### src/rtl/uart_rx_cfg.svh
// Offsets, field positions, reset values and sizes of the receive buffer block.
// Assumes inclusion by bare name from the package and the design file.
`ifndef UART_RX_CFG_SVH
`define UART_RX_CFG_SVH

// ****************************************
// Register byte offsets
// ****************************************
`define OFS_STATUS   4'h0
`define OFS_CONTROL  4'h4
`define OFS_FORMAT   4'h8
`define OFS_DATA     4'hC

// ****************************************
// Field positions
// ****************************************
`define ST_RXC       7
`define ST_FE        4
`define ST_OVR       3
`define ST_PE        2
`define CT_RXCIE     7
`define CT_RXEN      4
`define CT_SIZE2     2
`define CT_RX9       1
`define CT_TX9       0
`define FM_PAR_EN    5
`define FM_PAR_ODD   4
`define FM_STOP2     3
`define FM_SIZE_HI   2
`define FM_SIZE_LO   1

// ****************************************
// Codes, sizes, reset values
// ****************************************
`define SIZE_NINE    3'h7
`define FIFO_DEPTH   2
`define RESP_OKAY    2'h0
`define RESP_SLVERR  2'h2
`define FMT_RESET    8'h06
`endif

### src/rtl/uart_rx_pkg.sv
// Types shared by the receive buffer block and its bench.
// Assumes the constant header sits beside this file.
`include "uart_rx_cfg.svh"
package uart_rx_pkg;

    // One frame as handed over by the recovery logic
    typedef struct packed {
        logic [7:0] data;
        logic       ninth;
        logic       stop;
        logic       parity;
    } rx_frame_t;

    // One stored receive entry
    typedef struct packed {
        logic [7:0] data;
        logic       ninth;
        logic       fe;
        logic       ovr;
        logic       pe;
    } rx_entry_t;

endpackage

### src/rtl/uart_receive_buffer_status.sv
// Receive buffer, status and parity check of an async serial receiver.
// Assumes frame strobes and start detects come from recovery logic on sys_clk_i,
// and software reaches the registers over AXI4-Lite.
// Operation
// - Data read advances FIFO; ninth bit and error flags follow next entry.
// - Receive complete flag is one while FIFO holds any unread entry.
// - Clearing receiver enable flushes FIFO and drops unread entries.
// - Interrupt stays high while flag, its enable and global enable are set.
// - Error flags are stored with their frame, readable in status.
// - Status writes leave the three error flags unchanged.
// - Error flags never raise an interrupt.
// - Frame error is the inverse of the first stop bit.
// - Only the first stop bit is checked, stop count ignored.
// - Overrun when start seen with FIFO full and a frame waiting.
// - Overrun travels with the next frame, marking frames lost before it.
// - Overrun indication clears when a frame moves into the FIFO.
// - Parity checked while enable bit set; odd select picks polarity.
// - Parity of data compared with parity bit, result stored in entry.
// - Parity error only when checking was on; valid until data read.
// - Disabling the receiver abandons any reception at once.
// - Disabled receiver releases the serial input pin.
// - Completed frame moves from shift register into FIFO.
// - Unused upper data bits read as zero for short characters.
//
// The AXI4-Lite register port and the register offsets were left to the implementer.
`timescale 1ns/1ps
`include "uart_rx_cfg.svh"

module uart_receive_buffer_status
    import uart_rx_pkg::*;
#(
    parameter int DEPTH = `FIFO_DEPTH
) (
    // Clock and reset
    input  wire logic        sys_clk_i,
    input  wire logic        resetn_i,
    // Recovery logic
    input  wire logic        frame_valid_i,
    input  wire rx_frame_t   frame_i,
    input  wire logic        start_detect_i,
    // Core side
    input  wire logic        global_irq_enable_i,
    output logic             rx_irq_o,
    output logic             serial_input_pin_override_o,
    // AXI4-Lite write
    input  wire logic [3:0]  s_axi_awaddr,
    input  wire logic        s_axi_awvalid,
    output logic             s_axi_awready,
    input  wire logic [31:0] s_axi_wdata,
    input  wire logic [3:0]  s_axi_wstrb,
    input  wire logic        s_axi_wvalid,
    output logic             s_axi_wready,
    output logic [1:0]       s_axi_bresp,
    output logic             s_axi_bvalid,
    input  wire logic        s_axi_bready,
    // AXI4-Lite read
    input  wire logic [3:0]  s_axi_araddr,
    input  wire logic        s_axi_arvalid,
    output logic             s_axi_arready,
    output logic [31:0]      s_axi_rdata,
    output logic [1:0]       s_axi_rresp,
    output logic             s_axi_rvalid,
    input  wire logic        s_axi_rready
);

    localparam int PW = (DEPTH > 1) ? $clog2(DEPTH) : 1;
    localparam logic [PW:0] FULL = (PW+1)'(DEPTH);

    // ****************************************
    // Functions
    // ****************************************

    // Mask of valid data bits for a char size code
    function automatic logic [7:0] size_mask(input logic [2:0] sz);
        logic [7:0] m;
        m = 8'hFF;
        unique case (sz)
            3'h0: m = 8'h1F;
            3'h1: m = 8'h3F;
            3'h2: m = 8'h7F;
            default: m = 8'hFF;
        endcase
        return m;
    endfunction

    // Pointer step with wrap
    function automatic logic [PW-1:0] ptr_inc(input logic [PW-1:0] p);
        return (p == PW'(DEPTH-1)) ? '0 : p + PW'(1);
    endfunction

    // ****************************************
    // Registers
    // ****************************************
    logic             rxcie_q;
    logic             receiver_enable_q;
    logic             size2_q;
    logic             tx_ninth_bit_q;
    logic [7:0]       format_q;
    rx_entry_t        mem_q [DEPTH];
    logic [PW-1:0]    rd_ptr_q;
    logic [PW-1:0]    wr_ptr_q;
    logic [PW:0]      cnt_q;
    logic [PW:0]      cnt_d;
    rx_entry_t        shift_q;
    logic             shift_v_q;
    logic             overrun_q;
    logic [7:0]       last_data_q;
    logic             aw_free_q;
    logic             w_free_q;
    logic [3:0]       awaddr_q;
    logic [31:0]      wdata_q;
    logic             wstrb0_q;
    logic             bvalid_q;
    logic [1:0]       bresp_q;
    logic             arready_q;
    logic             rvalid_q;
    logic [31:0]      rdata_q;
    logic [1:0]       rresp_q;
    logic             irq_q;

    // ****************************************
    // Decoding
    // ****************************************
    wire logic [2:0]  char_size_field;
    wire logic        parity_enable_bit;
    wire logic        parity_odd_select;
    wire logic        stop_bit_count_select;
    wire logic        nine_bit;
    wire logic        fifo_full;
    wire logic        rx_complete_flag;
    wire rx_entry_t   head;
    wire rx_entry_t   new_entry;
    wire logic [8:0]  frame_bits;
    wire logic        frame_in;
    wire logic        xfer;
    wire logic        pop;
    wire logic        ar_hs;
    wire logic        wr_go;
    wire logic        wr_hit;
    wire logic        rd_hit;
    wire logic [31:0] status_word;
    wire logic [31:0] control_word;
    wire logic [31:0] rd_word;

    // Format fields
    assign char_size_field = {size2_q, format_q[`FM_SIZE_HI:`FM_SIZE_LO]};
    assign parity_enable_bit = format_q[`FM_PAR_EN];
    assign parity_odd_select = format_q[`FM_PAR_ODD];
    // Stop count kept for software only
    assign stop_bit_count_select = format_q[`FM_STOP2];
    assign nine_bit = (char_size_field == `SIZE_NINE);

    // FIFO state
    assign fifo_full = (cnt_q == FULL);
    assign rx_complete_flag = (cnt_q != '0);
    assign head = mem_q[rd_ptr_q];

    // Incoming frame, ignored while disabled
    // drop frames at once
    assign frame_in = frame_valid_i & receiver_enable_q;
    assign frame_bits = {frame_i.ninth & nine_bit,
                         frame_i.data & size_mask(char_size_field)};

    // Entry built from the strobe
    // one entry per strobe
    assign new_entry.data = frame_bits[7:0];
    assign new_entry.ninth = frame_bits[8];
    assign new_entry.fe = ~frame_i.stop;
    // Overrun field filled on transfer
    assign new_entry.ovr = 1'b0;
    assign new_entry.pe = parity_enable_bit &
                          (^frame_bits ^ frame_i.parity ^ parity_odd_select);

    assign xfer = shift_v_q & ~fifo_full & receiver_enable_q;

    // Bus decode
    assign ar_hs = s_axi_arvalid & arready_q;
    assign rd_hit = (s_axi_araddr == `OFS_STATUS) | (s_axi_araddr == `OFS_CONTROL) |
                    (s_axi_araddr == `OFS_FORMAT) | (s_axi_araddr == `OFS_DATA);
    assign pop = ar_hs & (s_axi_araddr == `OFS_DATA) & rx_complete_flag;
    assign wr_go = ~aw_free_q & ~w_free_q & ~bvalid_q;
    assign wr_hit = (awaddr_q == `OFS_STATUS) | (awaddr_q == `OFS_CONTROL) |
                    (awaddr_q == `OFS_FORMAT) | (awaddr_q == `OFS_DATA);

    // Readback words
    // head flags in status
    assign status_word = {24'h0, rx_complete_flag, 2'h0,
                          head.fe & rx_complete_flag,
                          head.ovr & rx_complete_flag,
                          head.pe & rx_complete_flag, 2'h0};
    assign control_word = {24'h0, rxcie_q, 2'h0, receiver_enable_q, 1'b0,
                           size2_q, head.ninth & rx_complete_flag,
                           tx_ninth_bit_q};
    assign rd_word = (s_axi_araddr == `OFS_STATUS)  ? status_word :
                     (s_axi_araddr == `OFS_CONTROL) ? control_word :
                     (s_axi_araddr == `OFS_FORMAT)  ? {24'h0, format_q} :
                     (s_axi_araddr == `OFS_DATA)    ?
                         {24'h0, rx_complete_flag ? head.data : last_data_q} :
                     32'h0;

    // Fill level next value
    always_comb begin
        cnt_d = cnt_q;
        if (xfer & ~pop) begin
            cnt_d = cnt_q + (PW+1)'(1);
        end else if (pop & ~xfer) begin
            cnt_d = cnt_q - (PW+1)'(1);
        end
    end

    // ****************************************
    // Control registers
    // ****************************************

    // Software written fields
    // status writes store nothing
    always_ff @(posedge sys_clk_i) begin
        if (!resetn_i) begin
            rxcie_q <= 1'b0;
            receiver_enable_q <= 1'b0;
            size2_q <= 1'b0;
            tx_ninth_bit_q <= 1'b0;
            format_q <= `FMT_RESET;
        end else if (wr_go & wstrb0_q) begin
            if (awaddr_q == `OFS_CONTROL) begin
                rxcie_q <= wdata_q[`CT_RXCIE];
                receiver_enable_q <= wdata_q[`CT_RXEN];
                size2_q <= wdata_q[`CT_SIZE2];
                tx_ninth_bit_q <= wdata_q[`CT_TX9];
            end else if (awaddr_q == `OFS_FORMAT) begin
                format_q <= {2'h0, wdata_q[5:0]};
            end
        end
    end

    // ****************************************
    // Receive shift register and overrun
    // ****************************************

    // Holds the completed frame until the FIFO has room
    always_ff @(posedge sys_clk_i) begin
        if (!resetn_i) begin
            shift_v_q <= 1'b0;
            shift_q <= '0;
        end else if (!receiver_enable_q) begin
            shift_v_q <= 1'b0;
        end else if (frame_in) begin
            shift_v_q <= 1'b1;
            shift_q <= new_entry;
        end else if (xfer) begin
            shift_v_q <= 1'b0;
        end
    end

    // Lost-frame indication, set wins over clear
    always_ff @(posedge sys_clk_i) begin
        if (!resetn_i || !receiver_enable_q) begin
            overrun_q <= 1'b0;
        end else if ((start_detect_i | frame_in) & fifo_full & shift_v_q) begin
            overrun_q <= 1'b1;
        end else if (xfer) begin
            overrun_q <= 1'b0;
        end
    end

    // ****************************************
    // Receive FIFO
    // ****************************************

    // Entry store
    // overrun rides next frame
    always_ff @(posedge sys_clk_i) begin
        if (xfer) begin
            mem_q[wr_ptr_q] <= '{data:  shift_q.data,
                                 ninth: shift_q.ninth,
                                 fe:    shift_q.fe,
                                 ovr:   overrun_q,
                                 pe:    shift_q.pe};
        end
    end

    // Pointers and fill level
    // flush while disabled
    always_ff @(posedge sys_clk_i) begin
        if (!resetn_i || !receiver_enable_q) begin
            rd_ptr_q <= '0;
            wr_ptr_q <= '0;
            cnt_q <= '0;
        end else begin
            if (xfer) begin
                wr_ptr_q <= ptr_inc(wr_ptr_q);
            end
            if (pop) begin
                rd_ptr_q <= ptr_inc(rd_ptr_q);
            end
            cnt_q <= cnt_d;
        end
    end

    // Value returned by an empty data read
    // keep last read value
    always_ff @(posedge sys_clk_i) begin
        if (!resetn_i) begin
            last_data_q <= 8'h00;
        end else if (pop) begin
            last_data_q <= head.data;
        end
    end

    // ****************************************
    // Interrupt and pin override
    // ****************************************

    always_ff @(posedge sys_clk_i) begin
        if (!resetn_i) begin
            irq_q <= 1'b0;
        end else begin
            irq_q <= rx_complete_flag & rxcie_q & global_irq_enable_i;
        end
    end

    assign rx_irq_o = irq_q;
    assign serial_input_pin_override_o = receiver_enable_q;

    // ****************************************
    // AXI4-Lite write channel
    // ****************************************

    // Address capture
    always_ff @(posedge sys_clk_i) begin
        if (!resetn_i) begin
            aw_free_q <= 1'b1;
            awaddr_q <= 4'h0;
        end else if (s_axi_awvalid & aw_free_q) begin
            aw_free_q <= 1'b0;
            awaddr_q <= s_axi_awaddr;
        end else if (bvalid_q & s_axi_bready) begin
            aw_free_q <= 1'b1;
        end
    end

    // Data capture
    always_ff @(posedge sys_clk_i) begin
        if (!resetn_i) begin
            w_free_q <= 1'b1;
            wdata_q <= 32'h0;
            wstrb0_q <= 1'b0;
        end else if (s_axi_wvalid & w_free_q) begin
            w_free_q <= 1'b0;
            wdata_q <= s_axi_wdata;
            wstrb0_q <= s_axi_wstrb[0];
        end else if (bvalid_q & s_axi_bready) begin
            w_free_q <= 1'b1;
        end
    end

    // Write response
    always_ff @(posedge sys_clk_i) begin
        if (!resetn_i) begin
            bvalid_q <= 1'b0;
            bresp_q <= `RESP_OKAY;
        end else if (wr_go) begin
            bvalid_q <= 1'b1;
            bresp_q <= wr_hit ? `RESP_OKAY : `RESP_SLVERR;
        end else if (s_axi_bready) begin
            bvalid_q <= 1'b0;
        end
    end

    assign s_axi_awready = aw_free_q;
    assign s_axi_wready = w_free_q;
    assign s_axi_bvalid = bvalid_q;
    assign s_axi_bresp = bresp_q;

    // ****************************************
    // AXI4-Lite read channel
    // ****************************************

    // One read at a time, data registered on the address beat
    always_ff @(posedge sys_clk_i) begin
        if (!resetn_i) begin
            arready_q <= 1'b1;
            rvalid_q <= 1'b0;
            rdata_q <= 32'h0;
            rresp_q <= `RESP_OKAY;
        end else if (ar_hs) begin
            arready_q <= 1'b0;
            rvalid_q <= 1'b1;
            rdata_q <= rd_word;
            rresp_q <= rd_hit ? `RESP_OKAY : `RESP_SLVERR;
        end else if (rvalid_q & s_axi_rready) begin
            arready_q <= 1'b1;
            rvalid_q <= 1'b0;
        end
    end

    assign s_axi_arready = arready_q;
    assign s_axi_rvalid = rvalid_q;
    assign s_axi_rdata = rdata_q;
    assign s_axi_rresp = rresp_q;

endmodule

### config.mk
export PLATFORM = sky130hd
export DESIGN_NAME = uart_receive_buffer_status
export DESIGN_NICKNAME = d
export VERILOG_FILES = /design/src/rtl/uart_rx_pkg.sv /design/src/rtl/uart_receive_buffer_status.sv
export VERILOG_INCLUDE_DIRS = /design/src /design/src/rtl
export SDC_FILE = /design/constraint.sdc
export NUM_CORES = 1
export LEC_CHECK = 0
export BUFFER_PORTS_ARGS = -buffer_cell sky130_fd_sc_hd__buf_2
export CAP_MARGIN = 10
export CORE_MARGIN = 2
export CORE_UTILIZATION = 52
export DETAILED_ROUTE_END_ITERATION = 6
export HOLD_SLACK_MARGIN = 0.03
export PLACE_DENSITY = 0.84
export RECOVER_POWER = 100
export SYNTH_ARGS = -nofsm -noshare
export SYNTH_HDL_FRONTEND = slang
export SYNTH_SLANG_ARGS = --single-unit
### constraint.sdc
create_clock -name sys_clk_i -period 2.6 [get_ports sys_clk_i]
set_input_delay 0.52 -clock sys_clk_i [delete_from_list [all_inputs] [get_ports sys_clk_i]]
set_output_delay 0.52 -clock sys_clk_i [all_outputs]
set_load 0.005 [all_outputs]
==> reports/metrics.cfg, run 1 <==
[run_status]
run_status=completed

[floorplan]
placementRows=31
floorplan.core_area_sq_um=7290
die-width_um=91.1
start_util=0.541
io_pins=108
die_y_um=91.1
design.die.area_sq_um=8300

[sta]
timing.final.crit_share=0.789
achievable_freq_mhz=487
rsz0062_at_grt=false
setup_violations=0
setup-tns-final_ns=0
worst_pin_slew_ns=1.17
slew_violations=0
final_hold_viol_count=0
fin_worst_skew_ns=0.0133
post-route-min-period_ns=2.05
maxSlewHeadroom=0.221

[critical_path]
timing.critical_path.fanout_max=12
required_ns=2.58
setup.worst_path.class=flip-flop to flip-flop
cp_data_arrival_time_ns=2.03
setup.worst_path.start_class=flip-flop
cp-end-kind=flip-flop

[cts]
max-clock-path-buffers=2
clk_transition_reported_paths_ns=0.09
cts_inserted_buffers=9
clkSinkCount=88
root_buffer=clkbuf_8
number_of_post_cts_setup_repair_buffers=0
clock_insertion_delay_worst_skew_ns=0.36
post_cts_hold_buffer_count=0
cts_resized=0
cts_max_level=3
cts_tree=built

[yosys]
avgSynthCellArea_sq_um=10.0
synth-async-reset-ratio=0
synth_warnings=0
synth_enable_flop_cells=24
synth_cell_types=58
netlist_instances=393
yosysSeqAreaShare=0.507
netlist_area_sq_um=3950
synthFlopType=dfxtp_1
synth_seq_cells=88

[power_and_ir_drop]
max-vdd-ir-drop_mv=0.308
post_layout_power_mw=2.44
power.static_leakage_nw=1.80
power_per_cell_area_nw_per_um2=567

[finish]
num_antenna_cells=0
ff_latch_area_sq_um=2000
final_cells=547
layout_stage_area_growth_over_the_synthesis_result_pct=8.98
layout-drive-gt1-share=0.154
fillCellCount=640
multiInputGateArea_sq_um=1670
num-nets-final=509

[routing]
met3_length_um=329
routed_wire_length_per_instance_um=14.1
detailedRoute.firstIterationViolations=198
drt-met1-wl_um=3330
first_pass_iters=4
routed_wl_um=7700
routed_wl_met2_um=3790
antenna_left=0
maxUsedRoutingLayer=met4
drc=0
via_per_inst=5.21
route.vias.total=2851

[grt]
grt_antenna_before_repair=0
number_of_global_route_vias_before_repair=2632
maximum_number_of_pins_on_one_net_before_global_route_repair=38
globalRouteOverflowTotal=0
grt_first_pass_wirelength_um=12400
globalRouteTotalUtil=0.187

[run]
cap_viol_max_count=0

[place]
place_inst=531
dp_hpwl_um=5600
globalplace.congestion=0.835
port_buffers=53

[hold_path]
hold_class=input pin to flip-flop

==> cells by family after synthesis <==
logic type               Yosys count  synth area share
AND/OR/NAND/NOR                  131             0.156
flip-flops                        88             0.507
AO/OA/AOI/OAI                     87             0.161
buffers and inverters             53            0.0850
multiplexers                      23            0.0587
XOR/XNOR                           8            0.0247
adder cells (fa/ha/maj)            2           0.00571
other                              1          0.000951
==> metal layers <==
metal	vias up	track usage
li1	1418	-
met4	0	0.104
met2	88	0.310
met3	22	0.0199
met5	-	0
met1	1323	0.239
==> final timing paths <==
path / start / to / slack (ns) / depth (start not counted)
setup / recovery: cnt_q[0]$_SDFFE_PN0P_ / mem_q[0][4]$_DFFE_PP_ / 0.55 / 5
hold / removal: s_axi_wdata[0] / wdata_q[0]$_SDFFE_PN0P_ / 0.41 / 3
setup reg to reg: cnt_q[0]$_SDFFE_PN0P_ / mem_q[0][4]$_DFFE_PP_ / 0.55 / 5
hold reg to reg: shift_q[0]$_SDFFE_PN0P_ / mem_q[1][0]$_DFFE_PP_ / 0.45 / 0
==> state kept, by name (all words and copies together), names as in the netlist, 2 cells and up, named ones only <==
| signal | flops |
|---|---|
| mem_q | 24 |
| cnt_q | 2 |
| awaddr_q | 4 |
| last_data_q | 8 |
| wdata_q | 7 |
| s_axi_rdata | 8 |
| shift_q | 11 |
| format_q | 6 |
==> Yosys cell counts (2+ instances only) <==
library cell  count  area, sq um
a21boi_0         22          165
nand3_1           6         30.0
inv_1             7         26.3
o21ai_0          13         65.1
nor2b_1          13         81.3
buf_4            27          203
dfxtp_1          64         1280
xor2_1            2         17.5
nor2_1           18         67.6
o2111ai_1         2         17.5
edfxtp_1         24          721
and2_1            4         25.0
mux2i_1          22          220
nor3_1            6         30.0
nand2b_1          2         12.5
o21a_1            4         30.0
o211a_1          10          100
xnor2_1           4         35.0
clkbuf_1         13         48.8
a21oi_1          14         70.1
o31ai_1           3         22.5
buf_6             3         33.8
xnor3_1           2         45.0
nand2_1          69          259
a31oi_1           2         12.5
or2_2             2         12.5
nand4_1           3         18.8
a211oi_2          2         25.0
==> per-stage QoR <==
stage	instance area [sq um]	hold slack, ns	setup WS, ns	utilization
finish	4300	0.405	0.549	0.590
global route	4300	0.412	0.321	0.590
CTS	4350	0.393	0.686	0.597
detailed placement	4180	0.438	0.400	0.573
global placement	4180	0.433	0.437	0.573
floorplan	4040	0.425	0.322	-
==> worst max-delay path, stage by stage (launching register included) <==
cell and delay, ns:
dfxtp_1 0.54, inv_1 0.10, nand2_1 0.08, nand3_1 0.20, nor2_1 0.17, clkbuf_1 0.58
==> power by group <==
group | internal (mW) | switching, mW | leakage (nW)
sequential | 1.42 | 0.0144 | 0.779
clock | 0.353 | 0.484 | 0.0872
combinational | 0.0729 | 0.0920 | 0.931
==> layout by cell type, fill, tap and decap left out, drive strengths merged, types with 15 or more instances in the layout <==
cell type	n
a21boi	23
conb	26
a21oi	15
nand2	69
dfxtp	64
edfxtp	24
mux2i	22
buf	49
clkbuf	20
nor2	19
==> layout make-up <==
type                            instances  area share
Sequential cell                        88       0.466
Multi-Input combinational cell        277       0.389
Timing Repair Buffer                   59      0.0696
Clock buffer                           10      0.0297
Tap cell                               99      0.0288
Clock inverter                          6      0.0105
Inverter                                8     0.00698
Power figures use the tool's default switching activity.
==> run 2, diff against run 1 <==
Settings changed: ABC_AREA set to 1.
Clock period 2.6 ns to 1.9 ns, I/O delays scaled along.
==> run 2 against run 1 <==
  * Clock skew is 0.0065 ns lower
  * Die area is 0.58% higher
  * Sequential share of layout area is 1.9 points lower
  * Clock power is 57% higher
  * Routed wire length is 6.7% higher
  * Core utilization is 2.2 points higher
  * Register-to-register slack worse by 0.37 ns
  * Combinational power is 60% higher
  * Sequential power is 38% higher
  * Sequential cell count stayed put
  * First-iteration DRC count is 14% lower
  * Critical endpoint is now mem_q[0][10]$_DFFE_PP_
==> reports/metrics.cfg, run 2 <==
[place]
dp_hpwl_um=6200  ; +11%
globalplace.congestion=0.901  ; +7.8%
port_buffers=53  ; unchanged
place_inst=643  ; +21%

[grt]
number_of_global_route_vias_before_repair=3086  ; +17%
grt_antenna_before_repair=0  ; unchanged
grt_first_pass_wirelength_um=13500  ; +9.0%
maximum_number_of_pins_on_one_net_before_global_route_repair=26  ; -32%
globalRouteTotalUtil=0.204  ; +0.0169
globalRouteOverflowTotal=0  ; unchanged

[critical_path]
critical_path.startpoint=cnt_q[1]$_SDFFE_PN0P_
critical_path.reg2reg.endpoint=mem_q[0][10]$_DFFE_PP_
capture_point_of_the_worst_path=mem_q[0][10]$_DFFE_PP_
required_ns=1.92  ; -0.66 ns
cp-end-kind=flip-flop
cp_data_arrival_time_ns=1.74  ; -0.29 ns
rrSetupSlack_ns=0.18  ; -0.37 ns
worstPathCellList=inv_1 > nor2_1 > nor2_1 > inv_1 > nor2_1 > clkbuf_2
cp_slowest_stage_delay_ns=0.33  ; -0.25 ns
path_common_cell=nor2_1
setup.worst_path.start_class=flip-flop
setup.worst_path.class=flip-flop to flip-flop
crit_path_top_delay_cell=clkbuf_2
reg2reg_depth=6  ; +1
r2r_start=cnt_q[1]$_SDFFE_PN0P_
timing.critical_path.fanout_max=12  ; unchanged

[sta]
setup_violations=0  ; unchanged
slew_violations=0  ; unchanged
post-route-min-period_ns=1.72  ; -0.327 ns
setup-tns-final_ns=0  ; unchanged
timing.final.crit_share=0.908  ; +0.119
rsz0062_at_grt=false
fin_worst_skew_ns=0.00681  ; -0.00651 ns
maxSlewHeadroom=0.385  ; +0.164
final_hold_viol_count=0  ; unchanged
worst_pin_slew_ns=0.923  ; -0.246 ns
timing.hold.ws_ns=0.227  ; -0.178 ns
achievable_freq_mhz=580  ; +19%

[cts]
max-clock-path-buffers=2  ; unchanged
cts_tree=built
post_cts_hold_buffer_count=0  ; unchanged
cts_max_level=3  ; unchanged
number_of_post_cts_setup_repair_buffers=0  ; unchanged
root_buffer=clkbuf_8
clock_insertion_delay_worst_skew_ns=0.35  ; about the same
clk_transition_reported_paths_ns=0.07  ; -0.02 ns
clkSinkCount=88  ; unchanged
cts_inserted_buffers=9  ; unchanged
cts_resized=0  ; unchanged

[routing]
routed_wl_um=8220  ; +6.7%
met3_length_um=463  ; +41%
first_pass_iters=5  ; +1
route.vias.total=3343  ; +17%
routed_wire_length_per_instance_um=12.5  ; -11%
routed_wl_met2_um=3880  ; +2.3%
via_per_inst=5.07  ; -2.7%
maxUsedRoutingLayer=met4
antenna_left=0  ; unchanged
detailedRoute.firstIterationViolations=170  ; -14%
drc=0  ; unchanged
drt-met1-wl_um=3640  ; +9.3%

[finish]
registers.top_by_ff_count=mem_q
layout_stage_area_growth_over_the_synthesis_result_pct=12.9
num-nets-final=621  ; +22%
largest_register_ffs=24  ; unchanged
final_core_utilization=0.611  ; +0.0218
top_regs=mem_q: 24 flops, shift_q: 11 flops
num_antenna_cells=0  ; unchanged
layout-drive-gt1-share=0.159  ; +0.00491
highest_count_cells_in_the_layout_ignoring_fill_and_taps=nand2_1, dfxtp_1, nor2_1
final_cells=659  ; +20%
final_common_cell=nand2_1

[power_and_ir_drop]
combPwrFrac=0.074  ; +0.006
sequentialPowerShare=0.557  ; -0.032
clock_power_share=0.369  ; +0.026
cell_internal_pwr_mw=2.74  ; +48%
power.static_leakage_nw=2.04  ; +13%
power_per_cell_area_nw_per_um2=791  ; +40%
power_switching_share=0.228  ; -0.0147
post_layout_power_mw=3.55  ; +46%
max-vdd-ir-drop_mv=0.369  ; +20%
net-switching-power_mw=0.807  ; +37%

[yosys]
synthFlopType=dfxtp_1
synth_seq_cells=88  ; unchanged
netlist_area_sq_um=3970  ; +0.60%
synth_enable_flop_cells=24  ; unchanged
synth.top_cells.by_count=nand2_1, dfxtp_1, nor2_1
post-synth-top-area-fraction=0.323  ; -0.00195
avgSynthCellArea_sq_um=8.13  ; -19%
yosysSeqAreaShare=0.504  ; -0.00304
synth_cell_types=39  ; -33%
synth_most_common_cell=nand2_1
synth_warnings=0  ; unchanged
synth-async-reset-ratio=0  ; unchanged
top_post_synthesis_cells_by_area=dfxtp_1, edfxtp_1, nand2_1
yosys.area.top_type=dfxtp_1
netlist_instances=488  ; +24%

[floorplan]
io_pins=108  ; unchanged
floorplan.core_area_sq_um=7330  ; +0.53%
die-width_um=91.4  ; +0.29%
placementRows=31  ; unchanged
start_util=0.541  ; about the same
design.die.area_sq_um=8350  ; +0.58%
die_y_um=91.4  ; +0.29%

[run_status]
run_status=completed

[run]
cap_viol_max_count=0  ; unchanged

[hold_path]
hold_class=input pin to flip-flop

[run 2: cell types whose count changed after synthesis, moves of 17 or more]
cell      before  now
a21boi_0      22    0
nand2_1       69  112
a21oi_1       14   33
inv_1          7   40
nor2_1        18   60
mux2i_1       22    5
o21ai_0       13   48
[run 2: final cells by class]
| class | instances | area [sq um] |
|---|---|---|
| clock buffer | 14 | 164 |
| clock inverter | 2 | 37.5 |
| fill | 654 | 2850 |
| inverter | 45 | 169 |
| multi-input combinational | 342 | 1630 |
| sequential | 88 | 2000 |
| tap | 99 | 124 |
| timing repair buffer | 69 | 360 |
[run 2: layer usage]
layer / vias to the layer above / track usage
li1: 1689 / -
met1: 1522 / 0.253
met2: 111 / 0.336
met3: 21 / 0.0257
met4: 0 / 0.131
met5: - / 0
[run 2: per-stage QoR]
stage          setup slack [ns]  instance area (sq um)
4_1_cts                   0.251                   4520
3_5_place_dp             -0.103                   4320
5_1_grt                  0.0432                   4480
2_1_floorplan            -0.164                   4080
6_report                  0.176                   4480
3_3_place_gp            -0.0225                   4320
[run 2: worst min-delay path by stage]
| stage | startpoint | to | slack, ns | depth (start not counted) |
|---|---|---|---|---|
| finish | frame_i[1] | shift_q[2]$_SDFFE_PN0P_ | 0.23 | 2 |
| global route | frame_i[1] | shift_q[2]$_SDFFE_PN0P_ | 0.19 | 2 |
| CTS | frame_i[1] | shift_q[2]$_SDFFE_PN0P_ | 0.19 | 2 |
| detailed placement | overrun_q$_SDFFE_PN0P_ | mem_q[0][1]$_DFFE_PP_ | 0.44 | 0 |
| global placement | shift_q[4]$_SDFFE_PN0P_ | mem_q[0][4]$_DFFE_PP_ | 0.43 | 0 |
| floorplan | shift_q[10]$_SDFFE_PN0P_ | mem_q[0][10]$_DFFE_PP_ | 0.42 | 0 |
[run 2: logic make-up after synthesis]
family                   count (synthesis)  share of synthesized area
AO/OA/AOI/OAI                          100                      0.141
buffers and inverters                   83                      0.109
XOR/XNOR                                 2                    0.00441
adder cells (fa/ha/maj)                  1                    0.00315
flip-flops                              88                      0.504
AND/OR/NAND/NOR                        208                      0.224
multiplexers                             5                     0.0126
other                                    1                   0.000945
[run 2: power groups by stage]
| stage | Clock [mW] | Combinational [mW] | Sequential (mW) |
|---|---|---|---|
| 6_report | 1.31 | 0.264 | 1.97 |
| 5_1_grt | 1.41 | 0.303 | 1.98 |
| 4_1_cts | 1.33 | 0.270 | 1.97 |
| 3_5_place_dp | 0 | 0.268 | 2.02 |
| 3_3_place_gp | 0 | 0.257 | 2.02 |
| 2_1_floorplan | 0 | 0.205 | 2.01 |
[run 2: critical path: cells and delay by family (launching register included)]
kind                   cells  cell delay (ns)
buffers and inverters      3             0.59
DFF                        1             0.31
and+or+nand+nor            3             0.49
